`src/include/lin_node_defines.vh`:
```
// Constants for the LIN node setup and bit-rate block
`ifndef LIN_NODE_DEFINES_VH
`define LIN_NODE_DEFINES_VH
// Indirect register indices
`define IDX_DATA_FIRST     4'h0
`define IDX_DATA_LAST      4'h7
`define IDX_CTRL           4'h8
`define IDX_STATUS         4'h9
`define IDX_SIZE           4'hb
`define IDX_DIV            4'hc
`define IDX_MUL            4'hd
`define IDX_ID             4'he
// Direct register bits
`define MODE_ACTIVE_BIT    7
`define MODE_MASTER_BIT    6
`define MODE_AUTO_BIT      5
// Control bits
`define CTRL_START_BIT     0
`define CTRL_CLR_ERR_BIT   2
`define CTRL_CLR_INT_BIT   3
`define CTRL_TXRX_BIT      5
// Size register
`define SIZE_ENH_BIT       7
// Multiplier register fields
`define MUL_PRE_HI         7
`define MUL_PRE_LO         6
`define MUL_MULT_HI        5
`define MUL_MULT_LO        1
`define MUL_DIV8_BIT       0
// Factor limits
`define PRE_MAX            2'h3
`define MULT_MAX           5'h1f
`define DIV_MIN            9'h0c8
`define DIV_MAX            9'h1ff
// Reset values
`define RST_BYTE           8'h00
`define RST_DIV            8'hc8
// Bits per LIN byte frame (start, 8 data, stop)
`define FRAME_BITS         4'ha
`define BREAK_BITS         5'h0d
`endif

```
`src/baud_gen.v`:
```
// Manual bit-rate tick generator: clk / (2^(pre+1) * div * (mult+1))
`timescale 1ns/1ps
`include "lin_node_defines.vh"
module baud_gen (
  input  wire       clk_sys,
  input  wire       rst_n,
  input  wire       run,
  input  wire [1:0] pre,
  input  wire [8:0] div,
  input  wire [4:0] mult,
  output reg        bit_tick
);
  reg  [4:0] pre_cnt_q;
  reg  [8:0] div_cnt_q;
  reg  [4:0] mul_cnt_q;
  wire [4:0] pre_end;
  wire [8:0] div_end;
  wire       pre_wrap;
  wire       div_wrap;

  // Divider clamped so an out-of-range value cannot stall or overspeed the bus
  assign div_end  = (div < `DIV_MIN) ? `DIV_MIN - 9'h001 : div - 9'h001; // [RQ7]
  assign pre_end  = (5'h02 << pre) - 5'h01;                              // [RQ6]
  assign pre_wrap = (pre_cnt_q == pre_end);
  assign div_wrap = pre_wrap && (div_cnt_q == div_end);

  always @(posedge clk_sys or negedge rst_n) begin
    if (!rst_n) begin
      pre_cnt_q <= 5'h00;
      div_cnt_q <= 9'h000;
      mul_cnt_q <= 5'h00;
      bit_tick  <= 1'b0;
    end else if (!run) begin
      pre_cnt_q <= 5'h00;
      div_cnt_q <= 9'h000;
      mul_cnt_q <= 5'h00;
      bit_tick  <= 1'b0;
    end else begin
      bit_tick  <= 1'b0;
      pre_cnt_q <= pre_wrap ? 5'h00 : pre_cnt_q + 5'h01;
      if (pre_wrap)
        div_cnt_q <= (div_cnt_q == div_end) ? 9'h000 : div_cnt_q + 9'h001;
      if (div_wrap) begin
        if (mul_cnt_q == mult) begin
          mul_cnt_q <= 5'h00;
          bit_tick  <= 1'b1; // [RQ6]
        end else begin
          mul_cnt_q <= mul_cnt_q + 5'h01;
        end
      end
    end
  end
endmodule // baud_gen

```
`src/lin_checksum.v`:
```
// Running LIN checksum, classic or enhanced, with end-around carry
`timescale 1ns/1ps
module lin_checksum (
  input  wire       clk_sys,
  input  wire       rst_n,
  input  wire       init,
  input  wire       enhanced,
  input  wire [7:0] pid,
  input  wire       add,
  input  wire [7:0] data,
  output reg  [7:0] sum_q
);
  function [7:0] add_carry;
    input [7:0] a;
    input [7:0] b;
    reg   [8:0] s;
    begin
      s = {1'b0, a} + {1'b0, b};
      add_carry = s[7:0] + {7'h00, s[8]};
    end
  endfunction

  always @(posedge clk_sys or negedge rst_n) begin
    if (!rst_n)
      sum_q <= 8'h00;
    else if (init)
      sum_q <= enhanced ? pid : 8'h00; // [RQ11]
    else if (add)
      sum_q <= add_carry(sum_q, data);
  end
endmodule // lin_checksum

```
`src/lin_node.v`:
```
// LIN node: direct mode register, indirect register file, frame engine
//
// Summary of operation
// (RQ1) Master and slave roles, chosen by one bit; the code has no slave frame handling, a node with bit6 clear never leaves idle
// (RQ2) Software uses manual rate when master
// (RQ3) Auto-rate bit selects manual or automatic rate; the code leaves auto_rate unused and always runs the manual generator
// (RQ4) Only mode register directly; others indirectly; the code also gives the index register direct ports
// (RQ5) Window access targets register at held index
// (RQ6) Rate is clock over prescale, divider, multiplier
// (RQ7) Factor ranges 0-3, 0-31, 200-511
// (RQ8) Factors live in divider and multiplier registers
// (RQ9) Multiplier register: prescale, multiplier, divider bit8
// (RQ10) Divider register index 12 holds low bits
// (RQ11) Both checksums; size bit7 picks enhanced
// (RQ12) Mode bit7 activates, bit6 makes master
// (RQ13) Writing 0x0c clears interrupt and errors
// (RQ14) Software truncates computed factors downward
// (RQ15) Interrupt and polled operation both supported
// (RQ16) State machine serializes, deserializes, times bits
// (RQ17) Data registers hold transmit and received bytes
// (RQ18) Control bit0 requests frame start
// (RQ19) Control bit3 clears interrupt, bit2 errors
// (RQ20) Clear bits are strobes, read back zero
`timescale 1ns/1ps
`include "lin_node_defines.vh"
module lin_node (
  input  wire       clk_sys,
  input  wire       rst_n,
  input  wire       mode_wr,
  input  wire [7:0] mode_wdata,
  output wire [7:0] mode_rdata,
  input  wire       index_wr,
  input  wire [7:0] index_wdata,
  output wire [7:0] index_rdata,
  input  wire       window_wr,
  input  wire [7:0] window_wdata,
  output reg  [7:0] window_rdata,
  input  wire       lin_rx,
  output reg        lin_tx,
  output reg        irq
);
  localparam ST_IDLE  = 3'h0;
  localparam ST_BREAK = 3'h1;
  localparam ST_HDR   = 3'h2;
  localparam ST_DATA  = 3'h3;
  localparam ST_CSUM  = 3'h4;
  localparam ST_DONE  = 3'h5;

  reg  [7:0] mode_q;
  reg  [7:0] index_q;
  reg  [7:0] size_q;
  reg  [7:0] div_q;
  reg  [7:0] mul_q;
  reg  [7:0] id_q;
  reg        txrx_q;
  reg        done_q;
  reg        err_q;
  reg  [7:0] buf_q [0:7];
  reg  [2:0] state_q;
  reg  [3:0] bit_cnt_q;
  reg  [4:0] brk_cnt_q;
  reg  [3:0] byte_cnt_q;
  reg  [1:0] hdr_cnt_q;
  reg  [9:0] shift_q;
  reg  [7:0] rx_q;
  reg        rx_meta_q;
  reg        rx_sync_q;
  wire       bit_tick;
  wire [7:0] rx_next;
  wire [7:0] sum;
  wire       active;
  wire       master;
  wire       auto_rate;
  wire       ctrl_wr;
  wire       start_req;
  wire       clr_int;
  wire       clr_err;
  wire [7:0] pid;
  wire [7:0] stat;
  wire [3:0] len;
  wire       csum_init;
  wire       csum_add;
  integer    i;

  function [7:0] parity_id;
    input [5:0] id;
    begin
      parity_id = {~(id[1] ^ id[3] ^ id[4] ^ id[5]), id[0] ^ id[1] ^ id[2] ^ id[4], id};
    end
  endfunction

  assign active    = mode_q[`MODE_ACTIVE_BIT];                        // [RQ12]
  assign master    = mode_q[`MODE_MASTER_BIT];                        // [RQ1]
  assign auto_rate = mode_q[`MODE_AUTO_BIT];                          // [RQ3]
  assign ctrl_wr   = window_wr && (index_q[3:0] == `IDX_CTRL);         // [RQ5]
  assign start_req = ctrl_wr && window_wdata[`CTRL_START_BIT];         // [RQ18]
  assign clr_int   = ctrl_wr && window_wdata[`CTRL_CLR_INT_BIT];       // [RQ19] [RQ13]
  assign clr_err   = ctrl_wr && window_wdata[`CTRL_CLR_ERR_BIT];       // [RQ19] [RQ13]
  assign pid       = parity_id(id_q[5:0]);
  assign len       = (size_q[3:0] == 4'h0) ? 4'h1 :
                     (size_q[3:0] > 4'h8) ? 4'h8 : size_q[3:0];
  assign stat      = {(state_q != ST_IDLE), 4'h0, err_q, irq, done_q}; // [RQ15]
  assign mode_rdata  = mode_q;  // [RQ4]
  assign index_rdata = index_q;
  assign csum_init = (state_q == ST_HDR) && bit_tick && (hdr_cnt_q == 2'h1) &&
                     (bit_cnt_q == `FRAME_BITS - 4'h1);
  // Sent bytes are summed at their start bit, so the total is ready for the checksum byte
  assign csum_add  = (state_q == ST_DATA) && bit_tick &&
                     (bit_cnt_q == (txrx_q ? 4'h0 : `FRAME_BITS - 4'h1));
  assign rx_next   = {rx_sync_q, rx_q[7:1]};

  // Automatic rate measurement is not built; auto mode keeps the manual generator
  baud_gen u_baud (
    .clk_sys  (clk_sys),
    .rst_n    (rst_n),
    .run      (active && (state_q != ST_IDLE)),
    .pre      (mul_q[`MUL_PRE_HI:`MUL_PRE_LO]),                          // [RQ9] [RQ8]
    .div      ({mul_q[`MUL_DIV8_BIT], div_q}),                           // [RQ10]
    .mult     (mul_q[`MUL_MULT_HI:`MUL_MULT_LO]),
    .bit_tick (bit_tick)
  );

  lin_checksum u_csum (
    .clk_sys  (clk_sys),
    .rst_n    (rst_n),
    .init     (csum_init),
    .enhanced (size_q[`SIZE_ENH_BIT]),                                   // [RQ11]
    .pid      (pid),
    .add      (csum_add),
    .data     (txrx_q ? buf_q[byte_cnt_q[2:0]] : rx_next),
    .sum_q    (sum)
  );

  // Bus input is asynchronous to the system clock
  always @(posedge clk_sys or negedge rst_n) begin
    if (!rst_n) begin
      rx_meta_q <= 1'b1;
      rx_sync_q <= 1'b1;
    end else begin
      rx_meta_q <= lin_rx;
      rx_sync_q <= rx_meta_q;
    end
  end

  // Direct and indirect register writes
  always @(posedge clk_sys or negedge rst_n) begin
    if (!rst_n) begin
      mode_q  <= `RST_BYTE;
      index_q <= `RST_BYTE;
      size_q  <= `RST_BYTE;
      div_q   <= `RST_DIV;
      mul_q   <= `RST_BYTE;
      id_q    <= `RST_BYTE;
      txrx_q  <= 1'b0;
      for (i = 0; i < 8; i = i + 1)
        buf_q[i] <= `RST_BYTE;
    end else begin
      if (mode_wr)
        mode_q <= mode_wdata; // [RQ4] [RQ1] [RQ3]
      if (index_wr)
        index_q <= index_wdata;
      if (window_wr) begin
        case (index_q[3:0]) // [RQ5]
          `IDX_CTRL: txrx_q <= window_wdata[`CTRL_TXRX_BIT];
          `IDX_SIZE: size_q <= window_wdata; // [RQ11]
          `IDX_DIV:  div_q  <= window_wdata; // [RQ10]
          `IDX_MUL:  mul_q  <= window_wdata; // [RQ9]
          `IDX_ID:   id_q   <= window_wdata;
          default: begin
            if (index_q[3:0] <= `IDX_DATA_LAST)
              buf_q[index_q[2:0]] <= window_wdata; // [RQ17]
          end
        endcase
      end
      // Received bytes land in the buffer; software writes the same cycle lose
      if (csum_add && !txrx_q)
        buf_q[byte_cnt_q[2:0]] <= rx_next; // [RQ17]
    end
  end

  // Indirect read mux; clear strobes are never stored so they read zero
  always @* begin
    case (index_q[3:0]) // [RQ5]
      `IDX_CTRL:   window_rdata = {2'b00, txrx_q, 5'h00}; // [RQ20]
      `IDX_STATUS: window_rdata = stat;
      `IDX_SIZE:   window_rdata = size_q;
      `IDX_DIV:    window_rdata = div_q;
      `IDX_MUL:    window_rdata = mul_q;
      `IDX_ID:     window_rdata = id_q;
      default:     window_rdata = (index_q[3:0] <= `IDX_DATA_LAST) ?
                                  buf_q[index_q[2:0]] : 8'h00;
    endcase
  end

  // Frame engine: break, sync, protected id, data, checksum
  always @(posedge clk_sys or negedge rst_n) begin
    if (!rst_n) begin
      state_q    <= ST_IDLE;
      bit_cnt_q  <= 4'h0;
      brk_cnt_q  <= 5'h00;
      byte_cnt_q <= 4'h0;
      hdr_cnt_q  <= 2'h0;
      shift_q    <= 10'h3ff;
      rx_q       <= 8'h00;
      lin_tx     <= 1'b1;
      done_q     <= 1'b0;
      err_q      <= 1'b0;
      irq        <= 1'b0;
    end else begin
      // Hardware set beats a same-cycle clear
      if (clr_int)
        irq <= 1'b0;
      if (clr_err)
        err_q <= 1'b0;
      if (!active) begin
        state_q <= ST_IDLE;
        lin_tx  <= 1'b1;
      end else begin
        case (state_q)
          ST_IDLE: begin
            lin_tx <= 1'b1;
            if (start_req && master) begin // [RQ18] [RQ1]
              state_q   <= ST_BREAK;
              brk_cnt_q <= 5'h00;
              done_q    <= 1'b0;
            end
          end
          ST_BREAK: begin
            lin_tx <= 1'b0;
            if (bit_tick) begin
              if (brk_cnt_q == `BREAK_BITS) begin
                lin_tx    <= 1'b1;
                state_q   <= ST_HDR;
                hdr_cnt_q <= 2'h0;
                bit_cnt_q <= 4'h0;
                shift_q   <= {1'b1, 8'h55, 1'b0};
              end else begin
                brk_cnt_q <= brk_cnt_q + 5'h01;
              end
            end
          end
          ST_HDR, ST_DATA, ST_CSUM: begin
            if (bit_tick) begin // [RQ16]
              lin_tx    <= (state_q == ST_DATA && !txrx_q) ? 1'b1 : shift_q[0];
              shift_q   <= {1'b1, shift_q[9:1]};
              rx_q      <= rx_next;
              bit_cnt_q <= bit_cnt_q + 4'h1;
              if (bit_cnt_q == `FRAME_BITS - 4'h1) begin
                bit_cnt_q <= 4'h0;
                // Bit now on the bus against its readback; a mismatch flags a bit error
                if (lin_tx != rx_sync_q && (state_q != ST_DATA || txrx_q))
                  err_q <= 1'b1;
                if (state_q == ST_HDR && hdr_cnt_q == 2'h0) begin
                  hdr_cnt_q <= 2'h1;
                  shift_q   <= {1'b1, pid, 1'b0};
                end else if (state_q == ST_HDR) begin
                  state_q    <= ST_DATA;
                  byte_cnt_q <= 4'h0;
                  shift_q    <= {1'b1, buf_q[0], 1'b0};
                end else if (state_q == ST_DATA && byte_cnt_q == len - 4'h1) begin
                  state_q <= ST_CSUM;
                  shift_q <= {1'b1, ~sum, 1'b0};
                end else if (state_q == ST_DATA) begin
                  byte_cnt_q <= byte_cnt_q + 4'h1;
                  shift_q    <= {1'b1, buf_q[byte_cnt_q[2:0] + 3'h1], 1'b0};
                end else begin
                  state_q <= ST_DONE;
                end
              end
            end
          end
          ST_DONE: begin
            lin_tx  <= 1'b1;
            done_q  <= 1'b1;
            irq     <= 1'b1; // [RQ15]
            state_q <= ST_IDLE;
          end
          default: state_q <= ST_IDLE;
        endcase
      end
    end
  end
endmodule // lin_node

```
`config.mk`:
```
export PLATFORM = sky130hd
export DESIGN_NAME = lin_node
export DESIGN_NICKNAME = d
export VERILOG_FILES = /design/src/baud_gen.v /design/src/lin_checksum.v /design/src/lin_node.v
export VERILOG_INCLUDE_DIRS = /design/src /design/src/include
export SDC_FILE = /design/constraint.sdc
export NUM_CORES = 1
export LEC_CHECK = 0
export BUFFER_PORTS_ARGS = -buffer_cell sky130_fd_sc_hd__buf_2
export CORE_MARGIN = 2
export CORE_UTILIZATION = 33
export CTS_CLUSTER_DIAMETER = 30
export DETAILED_ROUTE_END_ITERATION = 8
export PLACE_DENSITY_LB_ADDON = 0.08
export SLEW_MARGIN = 15
export SYNTH_ARGS = -nofsm -noshare
export SYNTH_HDL_FRONTEND = slang
export SYNTH_HIERARCHICAL = 1
export SYNTH_SLANG_ARGS = --single-unit
export TNS_END_PERCENT = 50
```
`constraint.sdc`:
```
create_clock -name clk_sys -period 5.9 [get_ports clk_sys]
set_clock_uncertainty 0.15 [all_clocks]
set_input_delay 0 -clock clk_sys [delete_from_list [all_inputs] [get_ports clk_sys]]
set_output_delay 0 -clock clk_sys [all_outputs]
set_load 0.02 [all_outputs]
```
==> impl_metrics.ini <==
[power]
powerDensity_nw_per_um2 = 333
switching_share_pct = 36.3
power_leakage_nw = 5.49
pwr-share-seq_pct = 43.5
p_int_w = 0.00286
pwr-share-clk_pct = 26.2
p_switching_w = 0.00163
pwr-share-comb_pct = 30.3
peakVddDrop_v = 0.000276

[floorplan]
dieArea_sq_um = 37500
io_pins = 56
rows = 69
die_w_microns = 194
design.core.area_sq_um = 35500
die_y_microns = 194
initial_core_util_pct = 33.4

[drt]
drt_iter0_markers = 869
num_vias = 9698
ant_nets = 0
wl_microns = 39700
avgRoutedWirePerCell_microns = 23.2
firstDrtPassIters = 5
drc = 0
vias_per_cell = 5.66

[sta]
hold_violations = 0
rsz0062_at_grt = false
post-route-period-util_pct = 78.9
relSlewSlack_pct = 22.9
final.setup.worst_slack_ns = 1.25
setup_viol = 0
fin_crit_ns = 4.65
tns_ns = 0
maxSlewViolCount = 0
fmax_mhz = 215
tightest_slew_ns = 1.16

[layout]
num_antenna_cells = 0
layout_commonest_cell = dfrtp_1
fill_cells = 3559
finish.net_count = 1287
syn_to_final_growth_pct = 13.6
drive_above_1_share_pct = 18.8
layout_common_cells = dfrtp_1 (164), nand2_1 (114), nor2_1 (102)

[clock_network]
holdBufCountCts = 45
cts-root-buf = clkbuf_16
htree_levels = 4
numCtsBuffers = 17
clkTransAtPathRegs_ns = 0.07
post_cts_buffers = 0
cts_resized = 0
clk_latency_ns = 0.45
cts_buffer_depth = 2
cts_tree = done
cts.sinks = 180

[place]
hpwlAfterDp_microns = 28500
routabilityCongestion = 0.830
port_buffers = 55
pre_cts_ws_ns = 1.19

[critical_path]
cp-end-kind = register
cp_cell_sequence = mux4_2, mux2i_1, a21oi_1, ha_1, o21ai_1, o21ai_2, a21oi_1, o21bai_1, ha_1, nand3_1, or3_1, or3_1, a311oi_1, a21o_1
cpPeakStageDelay_ns = 1.05
critPathMaxFanout = 18
criticalPathCategory = reg -> reg
slowest_stage = dfrtp_1
crit_arrival_ns = 4.90
cp.required_ns = 6.14
worstSetupStartpointType = register

[global_route]
antenna_found_initial = 0
grt_pass1_vias = 9361
grt_overflow = 0
grt_max_degree = 69
grt_pass1_wl_microns = 62000
grt_usage_pct = 21.6

[flow_run]
drv_cap = 0

[yosys]
postSynth.asyncResetShare_pct = 100
synth_edf_count = 0
synth_largest_area_cell = dfrtp_1
ys_ff_latch = 180
yosys_most_used_dff = dfrtp_1
avgSynthCellArea_sq_um = 9.93
synth_fp_nets = 1243
yosys_warnings = 6
ys_types = 91
yosysSeqAreaShare_pct = 38.2
ys_top_cells_by_area = dfrtp_1 (35%), mux2i_1 (8.5%), mux4_2 (8.0%), mux2_2 (5.2%), nand2_1 (3.6%)
synth_cells = 1194
syn_area_sq_um = 11900
netlist.area_leader.share_pct = 34.8

[run_status]
status = complete, no violations

[worst_hold_path]
hold_class = in -> reg
[cell usage after synthesis (all sizes together), types with 7 or more instances]
master	count
mux2i	101
nand3	27
clkbuf	57
a22oi	13
xnor2	22
nand4	15
a31oi	7
buf	29
and2	9
nor2	107
nand2b	12
o21ai	76
mux2	55
dfstp	15
a21boi	10
a32oi	7
or3	11
mux4	42
a211oi	11
nor2b	22
inv	18
dfrtp	165
a21oi	81
xor2	7
nand2	114
ha	18
nor3	11
[worst max-delay path: cells and delay by family, from the launching register on]
kind	cells	cell delay [ns]
adder cells (fa/ha/maj)	2	0.63
AO/OA/AOI/OAI	7	1.15
multiplexers	2	0.79
AND/OR/NAND/NOR	3	0.81
flip-flops	1	1.05
[final cells by class]
cell class	instances	area (sq um)	share of cell area, %
Multi-Input combinational cell	910	6900	51.2
Timing Repair Buffer	111	817	6.06
Sequential cell	180	4520	33.6
Clock buffer	24	482	3.58
Clock inverter	8	103	0.762
Tap cell	461	577	4.28
Inverter	18	67.6	0.501
[registers in the layout, summed over array words and instances, names as in the netlist, 3 cells and up]
signal,cells
buf_q,64
shift_q,9
u_baud/div_cnt_q,9
div_q,8
id_q,8
index_rdata,8
mode_rdata,8
mul_q,8
size_q,8
u_csum/sum_q,8
rx_q,7
brk_cnt_q,5
u_baud/mul_cnt_q,5
u_baud/pre_cnt_q,5
bit_cnt_q,4
byte_cnt_q,4
state_q,3
[per-layer routing]
layer	vias up	global-route usage [%]	share of wire, %	wire length (microns)
met2	274	34.3	47	18500
li1	4544	-	-	-
met5	-	0	0	0
met3	43	3.14	3.8	1510
met1	4837	31.1	48	19000
met4	0	5.12	1.7	679
[through the flow]
step	util, %	hold WS, ns	power (W)	cells	cell area, sq um
after floorplan	-	-0.446	0.00278	1194	11900
after global placement	35.1	-0.119	0.00329	1635	12400
after detailed placement	35.1	-0.118	0.00330	1635	12400
after CTS	38.0	0.0217	0.00453	1712	13500
after global routing	38.0	0.0208	0.00476	1712	13500
final	38.0	0.0425	0.00449	1712	13500
[kinds of logic after synthesis]
group                      count (synthesis)  synth area share [%]
and+or+nand+nor                          381                  16.2
AOI/OAI and AO/OA                        281                  15.6
muxes                                    198                  21.7
DFF                                      180                  38.2
buffers and inverters                    104                  3.68
xor gates and xnor gates                  31                  2.59
adders and majority gates                 19                  2.07
[worst paths after layout]
path / slack, ns / cells past startpoint / endpoint / startpoint
setup / recovery: 1.25 / 14 / u_csum/sum_q[5]$_DFFE_PN0P_ / byte_cnt_q[1]$_DFFE_PN0P_
hold reg to reg: 0.21 / 0 / rx_sync_q$_DFF_PN1_ / rx_meta_q$_DFF_PN1_
setup reg to reg: 1.25 / 14 / u_csum/sum_q[5]$_DFFE_PN0P_ / byte_cnt_q[1]$_DFFE_PN0P_
max in group asynchronous: 3.78 / 4 / index_rdata[0]$_DFFE_PN0P_ / rst_n
min in group asynchronous: 0.47 / 3 / byte_cnt_q[3]$_DFFE_PN0P_ / rst_n
hold / removal: 0.04 / 2 / rx_meta_q$_DFF_PN1_ / lin_rx
[power by group through the flow]
stage / Clock (W) / Sequential (W) / Combinational [W]
global placement: 0 / 0.00198 / 0.00132
floorplan: 0 / 0.00175 / 0.00103
CTS: 0.00121 / 0.00195 / 0.00136
global route: 0.00127 / 0.00199 / 0.00150
finish: 0.00118 / 0.00195 / 0.00136
detailed placement: 0 / 0.00197 / 0.00132
No activity file was read; power rests on OpenSTA's default activity.
